$ cat config.mk
export PLATFORM = sky130hd
export DESIGN_NAME = acl_link
export DESIGN_NICKNAME = d
export VERILOG_FILES = /design/src/acl_link.v
export VERILOG_INCLUDE_DIRS = /design/src /design/src/src
export SDC_FILE = /design/constraint.sdc
export NUM_CORES = 1
export LEC_CHECK = 0
export ABC_AREA = 1
export BUFFER_PORTS_ARGS = -buffer_cell sky130_fd_sc_hd__buf_2
export CELL_PAD_IN_SITES_DETAIL_PLACEMENT = 0
export CELL_PAD_IN_SITES_GLOBAL_PLACEMENT = 2
export CORE_UTILIZATION = 41
export CTS_BUF_LIST = sky130_fd_sc_hd__clkbuf_2
export DETAILED_ROUTE_END_ITERATION = 8
export PLACE_DENSITY_LB_ADDON = 0.12
export SYNTH_ARGS = -nofsm -noshare
export SYNTH_HDL_FRONTEND = slang
export SYNTH_SLANG_ARGS = --single-unit
export TNS_END_PERCENT = 5
$ cat constraint.sdc
create_clock -name clk_i -period 3.9 [get_ports clk_i]
set_input_delay 0.78 -clock clk_i [delete_from_list [all_inputs] [get_ports clk_i]]
set_output_delay 0.78 -clock clk_i [all_outputs]
set_load 0.01 [all_outputs]
$ cat src/acl_map.vh
// constants for the audio codec link with lane-width strap
`ifndef ACL_MAP_VH
`define ACL_MAP_VH

// ****************************************
// timing
// ****************************************
`define ACL_CLK_KHZ        50000
`define ACL_BCLK_KHZ       24000
`define ACL_FRAME_HZ       48000
`define ACL_BCLK_HALF_CYC  (`ACL_CLK_KHZ / (2 * `ACL_BCLK_KHZ))
`define ACL_FRAME_BCLK     ((`ACL_BCLK_KHZ * 1000) / `ACL_FRAME_HZ)

// ****************************************
// frame sync layout, in bit-clock periods
// ****************************************
`define ACL_SYNC_MARK_LEN  4
`define ACL_TAG_POS        5
`define ACL_TAG_BITS       4

// ****************************************
// reset values and word width
// ****************************************
`define ACL_LANE_RST       5'h00
`define ACL_WORD_BITS      16

`endif
$ cat src/acl_link.v
// host end of a tdm audio codec link with power-good lane-width strap
`timescale 1ns/100ps
`default_nettype none
`include "acl_map.vh"

// Function
// - drive codec reset to all attached codecs
// - frame sync repeats at frame rate
// - frame sync also carries stream number
// - generate bit clock, drive it out
// - serial out changes on both clock edges
// - receive three serial inputs, one bit/clock
// - fixed link framing only, no legacy mode
// - strap x4 when both pins high
// - channel 4 always x1
// - codec reset active low
module acl_link #(
  parameter W          = `ACL_WORD_BITS,
  parameter HALF       = `ACL_BCLK_HALF_CYC,
  parameter FRAME_BCLK = `ACL_FRAME_BCLK
) (
  input  wire             clk_i,
  input  wire             rstn_i,
  input  wire             ce_i,
  input  wire             power_good_i,
  input  wire             link_enable_i,
  input  wire [3:0]       stream_id_i,
  input  wire [W-1:0]     tx_data_i,
  input  wire             tx_valid_i,
  output reg              tx_ready_o,
  output reg  [3*W-1:0]   rx_data_o,
  output reg              rx_valid_o,
  output reg              codec_reset_n_o,
  output reg              link_bit_clock_o,
  input  wire             frame_sync_i,
  output reg              frame_sync_o,
  output reg              frame_sync_oe_o,
  input  wire             serial_out_i,
  output reg              serial_out_o,
  output reg              serial_out_oe_o,
  input  wire [2:0]       serial_in_i,
  output reg  [4:0]       lane_x4_o
);

  localparam OBITS = 2 * FRAME_BCLK;
  localparam OW    = 12;
  localparam HW    = 8;
  localparam WC    = 8;

  // ****************************************
  // pin synchronisers
  // ****************************************
  reg  [5:0] meta;
  reg  [5:0] sync;
  wire       pg_s   = sync[0];
  wire       fs_s   = sync[1];
  wire       so_s   = sync[2];
  wire [2:0] sin_s  = sync[5:3];
  reg        pg_d;

  always @(posedge clk_i or negedge rstn_i) begin
    if (!rstn_i) begin
      meta <= 6'h00;
      sync <= 6'h00;
      pg_d <= 1'b0;
    end else if (ce_i) begin
      meta <= {serial_in_i, serial_out_i, frame_sync_i, power_good_i};
      sync <= meta;
      pg_d <= pg_s;
    end
  end

  // straps pass the same two flops as power good, so both line up
  wire pg_rise = pg_s & ~pg_d;

  // ****************************************
  // lane-width strap
  // ****************************************
  always @(posedge clk_i or negedge rstn_i) begin
    if (!rstn_i) begin
      lane_x4_o <= `ACL_LANE_RST;
    end else if (ce_i && pg_rise) begin
      lane_x4_o[3:0] <= {4{fs_s & so_s}};
      lane_x4_o[4]   <= 1'b0;
    end
  end

  // ****************************************
  // codec reset and pin direction
  // ****************************************
  // pins stay released before power good so the board straps can be read
  reg run;

  always @(posedge clk_i or negedge rstn_i) begin
    if (!rstn_i) begin
      codec_reset_n_o <= 1'b0;
      frame_sync_oe_o <= 1'b0;
      serial_out_oe_o <= 1'b0;
      run             <= 1'b0;
    end else if (ce_i) begin
      codec_reset_n_o <= pg_d & link_enable_i;
      frame_sync_oe_o <= pg_d;
      serial_out_oe_o <= pg_d;
      run             <= pg_d & link_enable_i & codec_reset_n_o;
    end
  end

  // ****************************************
  // bit clock and frame position
  // ****************************************
  // bit clock parks low while the link is stopped
  reg  [HW-1:0] hcnt;
  reg  [OW-1:0] obit;
  wire          tick  = run && (hcnt == HALF[HW-1:0] - 8'h01);
  wire          rise  = tick & ~link_bit_clock_o;
  wire          olast = (obit == OBITS[OW-1:0] - 12'h001);
  wire [OW-2:0] bpos  = obit[OW-1:1];

  always @(posedge clk_i or negedge rstn_i) begin
    if (!rstn_i) begin
      hcnt             <= 8'h00;
      obit             <= 12'h000;
      link_bit_clock_o <= 1'b0;
    end else if (ce_i) begin
      if (!run) begin
        hcnt             <= 8'h00;
        obit             <= 12'h000;
        link_bit_clock_o <= 1'b0;
      end else if (tick) begin
        hcnt             <= 8'h00;
        link_bit_clock_o <= ~link_bit_clock_o;
        obit             <= olast ? 12'h000 : obit + 12'h001;
      end else begin
        hcnt <= hcnt + 8'h01;
      end
    end
  end

  // ****************************************
  // frame sync: mark, gap, stream number
  // ****************************************
  // sized copies of the layout constants, so no sum is cut silently
  localparam [OW-2:0] TAG_LO = `ACL_TAG_POS;
  localparam [OW-2:0] TAG_HI = `ACL_TAG_POS + `ACL_TAG_BITS;

  reg  [3:0]    tag;
  wire [OW-2:0] tag_end = TAG_HI;
  wire [OW-2:0] tag_idx = bpos - TAG_LO;

  always @(posedge clk_i or negedge rstn_i) begin
    if (!rstn_i) begin
      frame_sync_o <= 1'b0;
      tag          <= 4'h0;
    end else if (ce_i) begin
      if (!run) begin
        frame_sync_o <= 1'b0;
      end else if (rise) begin
        if (obit == 12'h000)
          tag <= stream_id_i;
        if (bpos < `ACL_SYNC_MARK_LEN)
          frame_sync_o <= 1'b1;
        else if (bpos >= `ACL_TAG_POS && bpos < tag_end)
          frame_sync_o <= tag[3 - tag_idx[1:0]];
        else
          frame_sync_o <= 1'b0;
      end
    end
  end

  // ****************************************
  // two-entry transmit buffer
  // ****************************************
  reg  [W-1:0] mem0;
  reg  [W-1:0] mem1;
  reg          wptr;
  reg          rptr;
  reg  [1:0]   cnt;
  wire         push = tx_valid_i & tx_ready_o;
  wire         pop;
  reg  [1:0]   next_cnt;
  // ready is registered from next_cnt: it drops on the same edge that stores the second word

  always @* begin
    next_cnt = cnt;
    if (push && !pop)
      next_cnt = cnt + 2'h1;
    else if (pop && !push)
      next_cnt = cnt - 2'h1;
  end

  always @(posedge clk_i or negedge rstn_i) begin
    if (!rstn_i) begin
      mem0       <= {W{1'b0}};
      mem1       <= {W{1'b0}};
      wptr       <= 1'b0;
      rptr       <= 1'b0;
      cnt        <= 2'h0;
      tx_ready_o <= 1'b0;
    end else if (ce_i) begin
      if (push) begin
        if (wptr)
          mem1 <= tx_data_i;
        else
          mem0 <= tx_data_i;
        wptr <= ~wptr;
      end
      if (pop)
        rptr <= ~rptr;
      cnt        <= next_cnt;
      tx_ready_o <= (next_cnt != 2'h2);
    end
  end

  // ****************************************
  // serialiser, one bit per bit-clock edge
  // ****************************************
  reg  [W-1:0]  tx_sh;
  reg  [WC-1:0] wcnt;
  wire          wstart = (wcnt == 8'h00);
  wire          wwrap  = olast | (wcnt == W[WC-1:0] - 8'h01);
  // a word leaves only at a slot start; an empty slot sends zeros
  assign pop = tick & wstart & (cnt != 2'h0);

  always @(posedge clk_i or negedge rstn_i) begin
    if (!rstn_i) begin
      tx_sh        <= {W{1'b0}};
      wcnt         <= 8'h00;
      serial_out_o <= 1'b0;
    end else if (ce_i) begin
      if (!run) begin
        wcnt         <= 8'h00;
        serial_out_o <= 1'b0;
      end else if (tick) begin
        wcnt <= wwrap ? 8'h00 : wcnt + 8'h01;
        if (wstart) begin
          if (cnt != 2'h0) begin
            serial_out_o <= rptr ? mem1[W-1] : mem0[W-1];
            tx_sh        <= (rptr ? mem1 : mem0) << 1;
          end else begin
            serial_out_o <= 1'b0;
            tx_sh        <= {W{1'b0}};
          end
        end else begin
          serial_out_o <= tx_sh[W-1];
          tx_sh        <= tx_sh << 1;
        end
      end
    end
  end

  // ****************************************
  // receiver, three lanes
  // ****************************************
  reg  [1:0]    rise_d;
  reg  [1:0]    fstart_d;
  reg  [WC-1:0] rcnt;
  wire          samp  = rise_d[1];
  wire          rlast = (rcnt == W[WC-1:0] - 8'h01);
  wire [3*W-1:0] rx_sh;

  always @(posedge clk_i or negedge rstn_i) begin
    if (!rstn_i) begin
      rise_d     <= 2'h0;
      fstart_d   <= 2'h0;
      rcnt       <= 8'h00;
      rx_data_o  <= {3*W{1'b0}};
      rx_valid_o <= 1'b0;
    end else if (ce_i) begin
      rise_d     <= {rise_d[0], rise};
      fstart_d   <= {fstart_d[0], rise & (obit == 12'h000)};
      rx_valid_o <= 1'b0;
      if (samp) begin
        // the frame-start sample is bit 0, even when a word was cut short
        if (fstart_d[1])
          rcnt <= 8'h01;
        else if (rlast)
          rcnt <= 8'h00;
        else
          rcnt <= rcnt + 8'h01;
        if (rlast && !fstart_d[1]) begin
          rx_data_o  <= rx_sh;
          rx_valid_o <= 1'b1;
        end
      end
    end
  end

  genvar g;
  generate
    for (g = 0; g < 3; g = g + 1) begin : g_lane
      reg [W-1:0] sh;
      always @(posedge clk_i or negedge rstn_i) begin
        if (!rstn_i)
          sh <= {W{1'b0}};
        else if (ce_i && samp)
          sh <= {sh[W-2:0], sin_s[g]};
      end
      assign rx_sh[g*W +: W] = {sh[W-2:0], sin_s[g]};
    end
  endgenerate

endmodule // acl_link
`default_nettype wire

* Yosys cells after proc, flatten, opt, wreduce, memory -nomap -nowiden
Index checks and enable logic that the tools add are counted. W data, S select, Z words.
Word-level totals: input port bits 31, memory bits (writable) 0, bits in latches 0, memories kept 0, bits in read-only memories 0, flip-flop bits (word level) 211, word-level logic and storage cells 115
Cells by class: magnitude comparators 4, multiply operators 0, reduce and logical (&&, ||, !) cells 24, multiplexer cells 30, shift operators 0, equality and inequality tests 6, bitwise operators 14, divide/modulo/power cells 0, $add $sub $neg 8
Operator list (count):
- $mux W8 | 7
- $mux W12 | 3
- $lt A32 B3 Y1 const B | 1
- $mux W16 | 2
- $add A8 B1 Y8 const B | 3
- $eq A8 B4 Y1 const B | 2
- $logic_not A8 Y1 | 2
- $mux W15 | 1
- $mux W1 | 14
- $add A12 B1 Y12 const B | 1
- $eq A12 B10 Y1 const B | 1
- $logic_not A12 Y1 | 1
- $reduce_and A3 Y1 | 4
- $ge A11 B3 Y1 const B | 1
- $lt A11 B3 Y1 const B | 1
- $lt A11 B4 Y1 const B | 1
- $reduce_and A2 Y1 | 5
- $and A1 B1 Y1 | 9
- $logic_and A1 B1 Y1 | 7
- $mux W2 | 2
- $ne A2 B1 Y1 const B | 2
- $not A1 Y1 | 4
- $reduce_and A4 Y1 | 1
- $sub A2 B1 Y2 const B | 2
- 7 further kinds | 9

* Logic depth before layout (Yosys ltp)
Gate-level depths: netlist of the first run.
word-level depth 8, gate-level depth with buffers 14

* Least setup slack after synthesis of the first run
OpenSTA, ideal clock, no wires.
kind input to register, start point input port ce_i, end point register rx_data_o[36], arrival time 1.722 ns, cell stages on the path 10, path slack 2.061 ns, library setup time 0.117 ns, cell sequence buf_4 -> nand2_4 -> nor2_8 -> inv_2 -> nor2_4 -> inv_2 -> buf_6 -> buf_6 -> nand2_2 -> o21ai_2
Between the ends: word-level cells in the longest chain between the ends 1
RTL lines:
- start: declaration | RTL line acl_link.v:24 | input wire ce_i,
- $reduce_and A3 Y1 (no line)
- end signal: assignment | RTL line acl_link.v:266 | rx_data_o <= {3*W{1'b0}};
- end signal: assignment | RTL line acl_link.v:281 | rx_data_o <= rx_sh;
- end: declaration | RTL line acl_link.v:31 | output reg [3*W-1:0] rx_data_o,
Every way passes these cells. A chain may end at the register's enable or synchronous reset.

* Worst setup path after layout of the first run
start point register rcnt[0], end point register rx_data_o[30]
Between the ends: word-level cells in the longest chain between the ends 3
RTL lines:
- start: declaration | RTL line acl_link.v:256 | reg [WC-1:0] rcnt;
- start signal: assignment | RTL line acl_link.v:279 | rcnt <= rcnt + 8'h01;
- $eq A8 B4 Y1 | RTL line acl_link.v:258 | wire rlast = (rcnt == W[WC-1:0] - 8'h01);
- $logic_and A1 B1 Y1 | RTL line acl_link.v:280 | if (rlast && !fstart_d[1]) begin
- $reduce_and A3 Y1 (no line)
Every way passes these cells.

==> results_dict.tcl, run 1 <==
set metrics [dict create \
    status "complete, no violations" \
    final_nets 1138 \
    synth.top_cells.by_area "dfrtp_1, nand2_1, o21ai_0, inv_1, mux2i_1" \
    yosysTopAreaCell "dfrtp_1" \
    first_pass_iters 5 \
    grt_usage_pct 17.2 \
    hold_violations 0 \
    r2r_cells 9 \
    cp_slowest_cell "buf_4" \
    wl_per_cell_um 13.0 \
    cts_root_buf "clkbuf_2" \
    ys_seq_elements 210 \
    critPathTopFamily "buffers and inverters" \
    p_per_area_mw_per_mm2 495 \
    path_cells "ha_1 > nand3_2 > inv_1 > nand4_2 > nor2_4 > clkinv_2 > buf_4 > nand2_1 > o21ai_2" \
    ant_nets 0 \
    hold_class "in -> reg" \
    worst_slack_ns 1.65 \
    synthDistinctLibCells 47 \
    gp_congestion 0.754 \
    clk_path_buf_depth 3 \
    vias 6637 \
    drt-total-wl_mm 18.5 \
    endpoint_kind "flop" \
    path_clk_slew_ns 0.10 \
    cts_sinks 210 \
    io-pin-count 92 \
    final_max_slew_viol_count 0 \
    final-setup-viol-count 0 \
    power.total_uw 5070 \
    cp.required_ns 4.60 \
    num_rows 54 \
    setup_tns_ns 0 \
    initial_utilization_pct 41.9 \
    crit_buf_inv 3 \
    grt_antenna_before_repair 2 \
    drive_above_1_share_pct 20.5 \
    r2r_end "rx_data_o[30]$_DFFE_PN0P_" \
    fp.dieW_um 152 \
    dp_hpwl_mm 11.7 \
    r2r_setup_slack_ns 1.65 \
    syn_area_mm2 0.00918 \
    synth_edf_count 0 \
    startpoint "rcnt[0]$_DFFE_PN0P_" \
    cp_max_fo 94 \
    worstReg2RegStart "rcnt[0]$_DFFE_PN0P_" \
    hold_depth 3 \
    cts_tree "built" \
    cts_made_buffers 56 \
    endpoint "rx_data_o[30]$_DFFE_PN0P_" \
    h-tree-depth 2 \
    synthToLayoutAreaGrowth_pct 11.7 \
    ys_seq_area_share_pct 57.2 \
    cts_resized 0 \
    syn_nets 1032 \
    rsz0062_at_grt "false" \
    fillers 2261 \
    fin_hold_ws_ns 0.177 \
    slowest_delay_ns 0.78 \
    ys.flop_type "dfrtp_1" \
    ir_worst_vdd_v 0.000256 \
    placed_area_mm2 0.00974 \
    core-area_mm2 0.0219 \
    synthCells 991 \
    grt_pass1_wl_mm 31.7 \
    critPathKind "reg -> reg" \
    slew_headroom_pct 29.0 \
    start_kind "flop" \
    finalCritPeriodShare_pct 57.7 \
    place_worst_setup_slack_ns 1.13 \
    yosysWarnings 0 \
    maxCapViolations 0 \
    grt_max_degree 95 \
    dieArea_mm2 0.0230 \
    io_buffers 90 \
    cp.depth 9 \
    tightest_slew_ns 1.07 \
    grt_pass1_vias 6564 \
    power_leakage_uw 0.00512 \
    crit_arrival_ns 2.95 \
    async_reset_ff_share_pct 100 \
    synth_top_area_share_pct 57.2 \
    fmax_mhz 445 \
    via_per_inst 4.68 \
    drt_iter0_drc 269 \
    period_needed_ns 2.25 \
    grt_overflow 0 \
    syn_avg_cell_area_um2 9.26 \
    die_h_um 152 \
    skew_ns 0.0458 \
    drcViolationCount 0 \
    clk_latency_ns 0.80 \
    fin_area_mm2 0.0103 \
]
-- power breakdown --
part	internal (µW)	leakage (µW)	switching, µW	total, µW
logic	352	0.00191	464	816
registers	2500	0.00282	233	2730
clock network	650	0.000393	873	1520
-- cell families (layout without fill, tap and decap cells) --
logic type                 count (synthesis)  count (layout)  synth area share, %
DFF                                      210             210                 57.2
buffers and inverters                    167             311                 8.26
and+or+nand+nor                          355             355                 16.8
other                                      1               3               0.0408
muxes                                     17              17                 1.85
xor gates and xnor gates                  16              16                 1.53
AOI/OAI and AO/OA                        215             215                 12.9
adders and majority gates                 10              10                 1.36
-- what timing repair did --
action | in CTS | in global routing
hold buffers | 1 | 0
buffers inserted | 0 | 0
hold endpoints to repair | 48 | 0
-- registers in the layout (all words and copies together) (netlist names), 8 cells and up --
signal     flops
g_lane.sh     45
hcnt           8
mem0          16
mem1          16
obit          12
rcnt           8
rx_data_o     48
tx_sh         15
wcnt           8
-- final cells by class --
type                    count  area (µm²)  area share (%)
flip-flops and latches    210        5260            51.3
multi-input cells         614        3170            30.9
repair buffers             98         534            5.21
inverters                 117         440            4.30
clock buffers              87         435            4.25
well taps                 280         350            3.42
clock inverters             9        66.3           0.647
diodes                      2        5.00          0.0488
-- cells in the mapped netlist (2+ instances only) --
cell	instances
nor2_1	39
a31oi_1	3
o21ai_0	124
or2_1	2
buf_4	8
nand2_1	234
o22ai_1	8
buf_6	11
dfrtp_1	210
xnor2_1	5
buf_2	5
nand4_1	5
o21ai_2	17
nor2_2	2
nand3_2	2
nor2_4	4
nand2_2	13
a21oi_1	22
xor2_1	11
o211ai_1	3
clkbuf_1	23
o21a_1	2
inv_1	115
nor3_1	22
inv_2	2
o21ai_1	30
nand3_1	24
mux2i_1	17
ha_1	10
-- per-layer routing --
layer	part of all wire, %	vias up	global-route usage [%]
met5	0	-	0
met3	4.2	34	3.80
met2	43	123	26.1
li1	-	3425	-
met4	2.1	0	6.63
met1	50	3055	23.9
-- per-stage QoR --
step	utilization (%)	instances
6_report	46.8	1417
5_1_grt	46.8	1416
3_3_place_gp	44.5	1318
4_1_cts	46.8	1415
3_5_place_dp	44.5	1318
2_1_floorplan	-	991
-- placed cells by master, fill, tap and decap left out, drive strengths merged, types with 2 or more instances in the layout --
cell type,Yosys,layout
xor2,11,11
nand2,248,248
o21ai,171,171
or2,3,3
o22ai,8,8
a31oi,3,3
nand4,6,6
nor2,46,46
clkbuf,24,88
inv,117,116
o211ai,3,3
nor3,23,23
buf,26,96
o21a,2,2
clkinv,0,9
diode,0,2
a21oi,22,22
ha,10,10
dfrtp,210,210
nand3,26,26
xnor2,5,5
mux2i,17,17
-- tightest hold or removal path: stages --
cell	delay (ns)
buf_2	0.08
nand2_1	0.04
nand2_1	0.05
-- how the worst min path moves through the flow --
stage / start / to / slack (ns)
floorplan: sync[2]$_DFFE_PN0P_ / sync[2]$_DFFE_PN0P_ / 0.44
global placement: meta[3]$_DFFE_PN0P_ / meta[3]$_DFFE_PN0P_ / 0.45
detailed placement: meta[4]$_DFFE_PN0P_ / meta[4]$_DFFE_PN0P_ / 0.46
CTS: serial_out_i / meta[2]$_DFFE_PN0P_ / 0.07
global route: frame_sync_i / meta[1]$_DFFE_PN0P_ / 0.09
finish: serial_out_i / meta[2]$_DFFE_PN0P_ / 0.18
Note: power is estimated with default switching activity, not from simulation.
==> run 2, diff against run 1 <==
- CORE_UTILIZATION: 41 -> 35
- clock period: 3.9 -> 1.99 ns (I/O delays scaled with it)
==> run 2 against run 1 <==
Setup slack got worse by 1.5 ns. Die area up 17%. Count of clock-buffer cells in the layout grew 3. Sequential power is 93% higher. Cell count increased by 7.7%. Critical path depth fell by 8. Combinational power increased by 120%. Clock skew up 0.023 ns. Routed wire length grew 6.3%. First-iteration DRC count increased by 43%. Via count is 2.9% higher. Critical endpoint is now tx_ready_o.
==> results_dict.tcl, run 2 (synthesized netlist as in run 1, its figures left out) <==
set metrics [dict create \
    grt_antenna_before_repair 1 \
    critPathTopFamily "flip-flops" \
    grt_pass1_wl_mm 33.6 \
    num_rows 58 \
    cts_made_buffers 58 \
    regMostFlops "rx_data_o" \
    cts_sinks 210 \
    wl_met3_um 845 \
    cp_slowest_cell "dfrtp_2" \
    routed.top_layer "met4" \
    synthToLayoutAreaGrowth_pct 19.0 \
    vias 6831 \
    drt_iter0_drc 386 \
    gp_congestion 0.740 \
    io-pin-count 92 \
    maxCapViolations 0 \
    initial_utilization_pct 36.0 \
    slowest_delay_ns 0.45 \
    drcViolationCount 0 \
    setup_tns_ns 0 \
    first_pass_iters 4 \
    final_common_cell "nand2_1" \
    path_cells "buf_6" \
    cp.required_ns 1.59 \
    final_max_slew_viol_count 0 \
    io_buffers 90 \
    clk_path_buf_depth 3 \
    p_per_area_mw_per_mm2 923 \
    final_cell_mix "nand2_1, dfrtp_1, o21ai_0" \
    area.sequential_mm2 0.00526 \
    cts_root_buf "clkbuf_2" \
    die_h_um 164 \
    via_per_inst 4.48 \
    drive_above_1_share_pct 22.0 \
    final-setup-viol-count 0 \
    dp_cells 1387 \
    grt_overflow 0 \
    wl_per_cell_um 12.9 \
    dr_wl_met2_mm 8.48 \
    dieArea_mm2 0.0269 \
    ir_worst_vdd_v 0.000435 \
    ant_nets 0 \
    crit_buf_inv 1 \
    cts_tree "built" \
    core-area_mm2 0.0255 \
    fillers 2613 \
    fmax_mhz 541 \
    hold_class "in -> reg" \
    dp_hpwl_mm 12.7 \
    crit_arrival_ns 1.45 \
    final_nets 1195 \
    endpoint_kind "output port" \
    finalCritPeriodShare_pct 92.8 \
    cp_max_fo 2 \
    grt_pass1_vias 6789 \
    drt-met1-wl_mm 9.82 \
    placed_area_mm2 0.0100 \
    critPathKind "reg -> out" \
    grt_usage_pct 15.6 \
    status "complete, no violations" \
    skew_ns 0.0691 \
    fp.dieW_um 164 \
    fin_area_mm2 0.0109 \
    period_needed_ns 1.85 \
    multi_input_area_mm2 0.00318 \
    drt-total-wl_mm 19.6 \
    start_kind "flop" \
    grt_max_degree 93 \
    h-tree-depth 2 \
    hold_violations 0 \
    instances_no_fill 1526 \
    clk_latency_ns 0.87 \
    fin_hold_ws_ns 0.312 \
    path_clk_slew_ns 0.10 \
    power_leakage_uw 0.00540 \
    largest_reg_flops 48 \
    rsz0062_at_grt "false" \
    reg.largest.list "rx_data_o (48), g_lane.sh (45)" \
]
==> run 2: path summary, 6_finish.rpt <==
path                       slack, ns                         to  depth (start not counted)                 startpoint
min in group asynchronous       0.55       tx_sh[4]$_DFFE_PN0P_                          3                     rstn_i
min reg2reg                     0.47  rx_data_o[47]$_DFFE_PN0P_                          2  rx_data_o[47]$_DFFE_PN0P_
max                             0.14                 tx_ready_o                          1     tx_ready_o$_DFFE_PN0P_
min                             0.31        meta[2]$_DFFE_PN0P_                          4               serial_out_i
max reg2reg                     0.18       tx_sh[5]$_DFFE_PN0P_                          8        wcnt[0]$_DFFE_PN0P_
max in group asynchronous       0.95        mem0[8]$_DFFE_PN0P_                          4                     rstn_i
==> run 2: through the flow <==
stage / setup WS [ns] / util, % / total power [µW]
global route: 0.00190 / 42.9 / 10900
finish: 0.143 / 42.9 / 10100
floorplan: 0.419 / - / 6580
detailed placement: 0.191 / 39.3 / 7110
global placement: 0.227 / 39.3 / 7100
CTS: -0.00703 / 42.7 / 10300
==> run 2: repair_timing <==
item | 4_1_cts | 5_1_grt
hold endpoints to repair | 266 | 0
gates cloned | 0 | 0
setup buffers | 1 | 0
hold buffers | 36 | 0
gates resized for setup | 2 | 7
setup endpoints to repair | 1 | 14
==> run 2: routing by layer <==
metal | up-vias | global-route usage (%)
met1 | 3113 | 21.4
li1 | 3549 | -
met2 | 122 | 23.7
met3 | 47 | 3.64
met4 | 0 | 6.06
met5 | - | 0
==> run 2: cell type report <==
cell class / count / area share (%)
antenna: 3 / 0.0687
clock buffer: 90 / 4.12
clock inverter: 9 / 0.435
inverter: 117 / 4.03
multi-input combinational: 614 / 29.1
sequential: 210 / 48.1
tap: 330 / 3.78
timing repair buffer: 153 / 10.3
==> run 2: report_power, final <==
part | total (µW) | internal [µW] | switching [µW]
combinational | 1810 | 805 | 1010
sequential | 5280 | 4900 | 381
clock | 2980 | 1200 | 1790
==> run 3, diff against run 2 <==
- CELL_PAD_IN_SITES_DETAIL_PLACEMENT: 0 -> default
- CELL_PAD_IN_SITES_GLOBAL_PLACEMENT: 2 -> default
- CORE_UTILIZATION: 35 -> 55
==> run 3 against run 2 <==
Routed wire length is 11% lower. Flip-flop and latch count stayed put. Hold slack worse by 0.25 ns. Sequential power hardly changed. Clock skew is 0.038 ns lower. Critical path depth is 10 higher. Global-route usage is 5.7 points higher. First-iteration DRC count is 0.26% higher. Non-clock buffer count is 14 lower. Via count is 0.57% lower. Critical path type is now reg -> reg. Highest routed layer unchanged.
==> results_dict.tcl, run 3 (synthesized netlist as in run 1, its figures left out) <==
set metrics [dict create \
    cts_tree "built" \
    maxCapViolations 0 \
    area.sequential_mm2 0.00526 \
    endpoint_kind "flop" \
    drt-met1-wl_mm 8.52 \
    grt_pass1_vias 6596 \
    power.internal_uw 6880 \
    p_seq_share_pct 53.4 \
    hold_violations 0 \
    dp_hpwl_mm 11.2 \
    drcViolationCount 0 \
    drt-total-wl_mm 17.4 \
    final_cell_mix "nand2_1, dfrtp_1, o21ai_0" \
    fillers 1413 \
    num_rows 46 \
    switchingPower_uw 3030 \
    grt_overflow 0 \
    ir_worst_vdd_v 0.000567 \
    setup_tns_ns 0 \
    first_pass_iters 5 \
    skew_ns 0.0308 \
    cp_max_fo 9 \
    r2r_setup_slack_ns 0.14 \
    wl_met3_um 673 \
    path_clk_slew_ns 0.10 \
    via_per_inst 4.90 \
    grt_pass1_wl_mm 30.2 \
    wl_per_cell_um 12.5 \
    h-tree-depth 2 \
    critPathKind "reg -> reg" \
    p_per_area_mw_per_mm2 938 \
    clockPowerShare_pct 28.7 \
    io_buffers 90 \
    rsz0062_at_grt "true" \
    grt_usage_pct 21.3 \
    regMostFlops "rx_data_o" \
    grt_antenna_before_repair 1 \
    p_sw_share_pct 30.6 \
    dr_wl_met2_mm 7.86 \
    gp_congestion 0.847 \
    crit_arrival_ns 2.56 \
    hold_class "in -> async" \
    cts_sinks 210 \
    clk_latency_ns 0.79 \
    drive_above_1_share_pct 20.7 \
    placed_area_mm2 0.00979 \
    io-pin-count 92 \
    r2r_cells 11 \
    fmax_mhz 541 \
    fin_area_mm2 0.0106 \
    core-area_mm2 0.0161 \
    cts_root_buf "clkbuf_2" \
    routed.top_layer "met4" \
    reg.largest.list "rx_data_o (48), g_lane.sh (45)" \
    status "complete, no violations" \
    largest_reg_flops 48 \
    grt_max_degree 95 \
    r2r_end "wcnt[2]$_DFFE_PN0P_" \
    vias 6792 \
    dieArea_mm2 0.0172 \
    final_max_slew_viol_count 0 \
    initial_utilization_pct 57.0 \
    power_leakage_uw 0.00529 \
    drt_iter0_drc 387 \
    start_kind "flop" \
    cp.required_ns 2.70 \
    ant_nets 0 \
    period_needed_ns 1.85 \
    final_nets 1176 \
    finalCritPeriodShare_pct 92.9 \
    fp.dieW_um 131 \
    clk_path_buf_depth 3 \
    final_common_cell "nand2_1" \
    final-setup-viol-count 0 \
    cts_made_buffers 53 \
    worstReg2RegStart "hcnt[0]$_DFFE_PN0P_" \
    p_comb_share_pct 17.9 \
    synthToLayoutAreaGrowth_pct 15.1 \
    die_h_um 131 \
    multi_input_area_mm2 0.00317 \
]
## run 3: changes by cell type in the layout (fill, tap and decap cells not counted), moves of 2 or more
| cell | before | now |
|---|---|---|
| buf_6 | 4 | 1 |
| buf_4 | 18 | 15 |
| clkbuf_2 | 90 | 83 |
| buf_12 | 7 | 4 |
| dlygate4sd3_1 | 35 | 29 |
| diode_2 | 3 | 1 |
## run 3: final cells by class
| class | count | area share, % |
|---|---|---|
| Inverter | 117 | 4.17 |
| Sequential cell | 210 | 49.8 |
| Timing Repair Buffer | 139 | 9.03 |
| Antenna cell | 1 | 0.0237 |
| Clock buffer | 83 | 3.93 |
| Multi-Input combinational cell | 614 | 30.0 |
| Tap cell | 216 | 2.56 |
| Clock inverter | 7 | 0.509 |
## run 3: worst max-delay path by stage
stage,from,end,slack (ns)
after global routing,hcnt[0]$_DFFE_PN0P_,wcnt[2]$_DFFE_PN0P_,-0.04
after CTS,hcnt[0]$_DFFE_PN0P_,obit[8]$_DFFE_PN0P_,0.14
after detailed placement,hcnt[0]$_DFFE_PN0P_,obit[8]$_DFFE_PN0P_,0.18
after global placement,hcnt[0]$_DFFE_PN0P_,obit[8]$_DFFE_PN0P_,0.21
after floorplan,hcnt[0]$_DFFE_PN0P_,tx_sh[5]$_DFFE_PN0P_,0.42
final,hcnt[0]$_DFFE_PN0P_,wcnt[2]$_DFFE_PN0P_,0.14
## run 3: power groups by stage
stage          Sequential [µW]  Clock [µW]  Combinational [µW]
4_1_cts                   5290        2960                1780
3_3_place_gp              5340           0                1690
2_1_floorplan             5270           0                1310
6_report                  5290        2850                1780
5_1_grt                   5370        3180                2070
3_5_place_dp              5360           0                1740
## run 3: per-layer routing
layer,GRT usage (%),up-vias
met1,29.0,3138
li1,-,3497
met2,33.2,126
met3,4.36,31
met4,9.41,0
met5,0,-
## run 3: what timing repair did
item | CTS | global route
endpoints found under the hold margin | 257 | 0
setup endpoints to repair | 0 | 7
resized for setup | 0 | 2
hold buffers | 29 | 0
buffers inserted | 0 | 0
## run 3: through the flow
stage	std cells	hold slack, ns	power [µW]	setup WS [ns]	util (%)
after global routing	1387	0.0534	10600	-0.0364	65.5
final	1387	0.0631	9910	0.142	65.5
after global placement	1267	0.329	7030	0.209	60.8
after CTS	1386	0.0178	10000	0.137	65.5
after detailed placement	1267	0.326	7100	0.177	60.8
after floorplan	991	0.102	6580	0.419	-
## run 3: worst max-delay path: stages, from the launching register on
cell	delay (ns)
dfrtp_1	0.41
inv_1	0.09
ha_1	0.14
nand2_1	0.05
nor2_1	0.12
nand2_2	0.09
nand2_1	0.08
nand2_2	0.13
inv_1	0.26
buf_4	0.22
nand2_1	0.06
a21oi_1	0.13
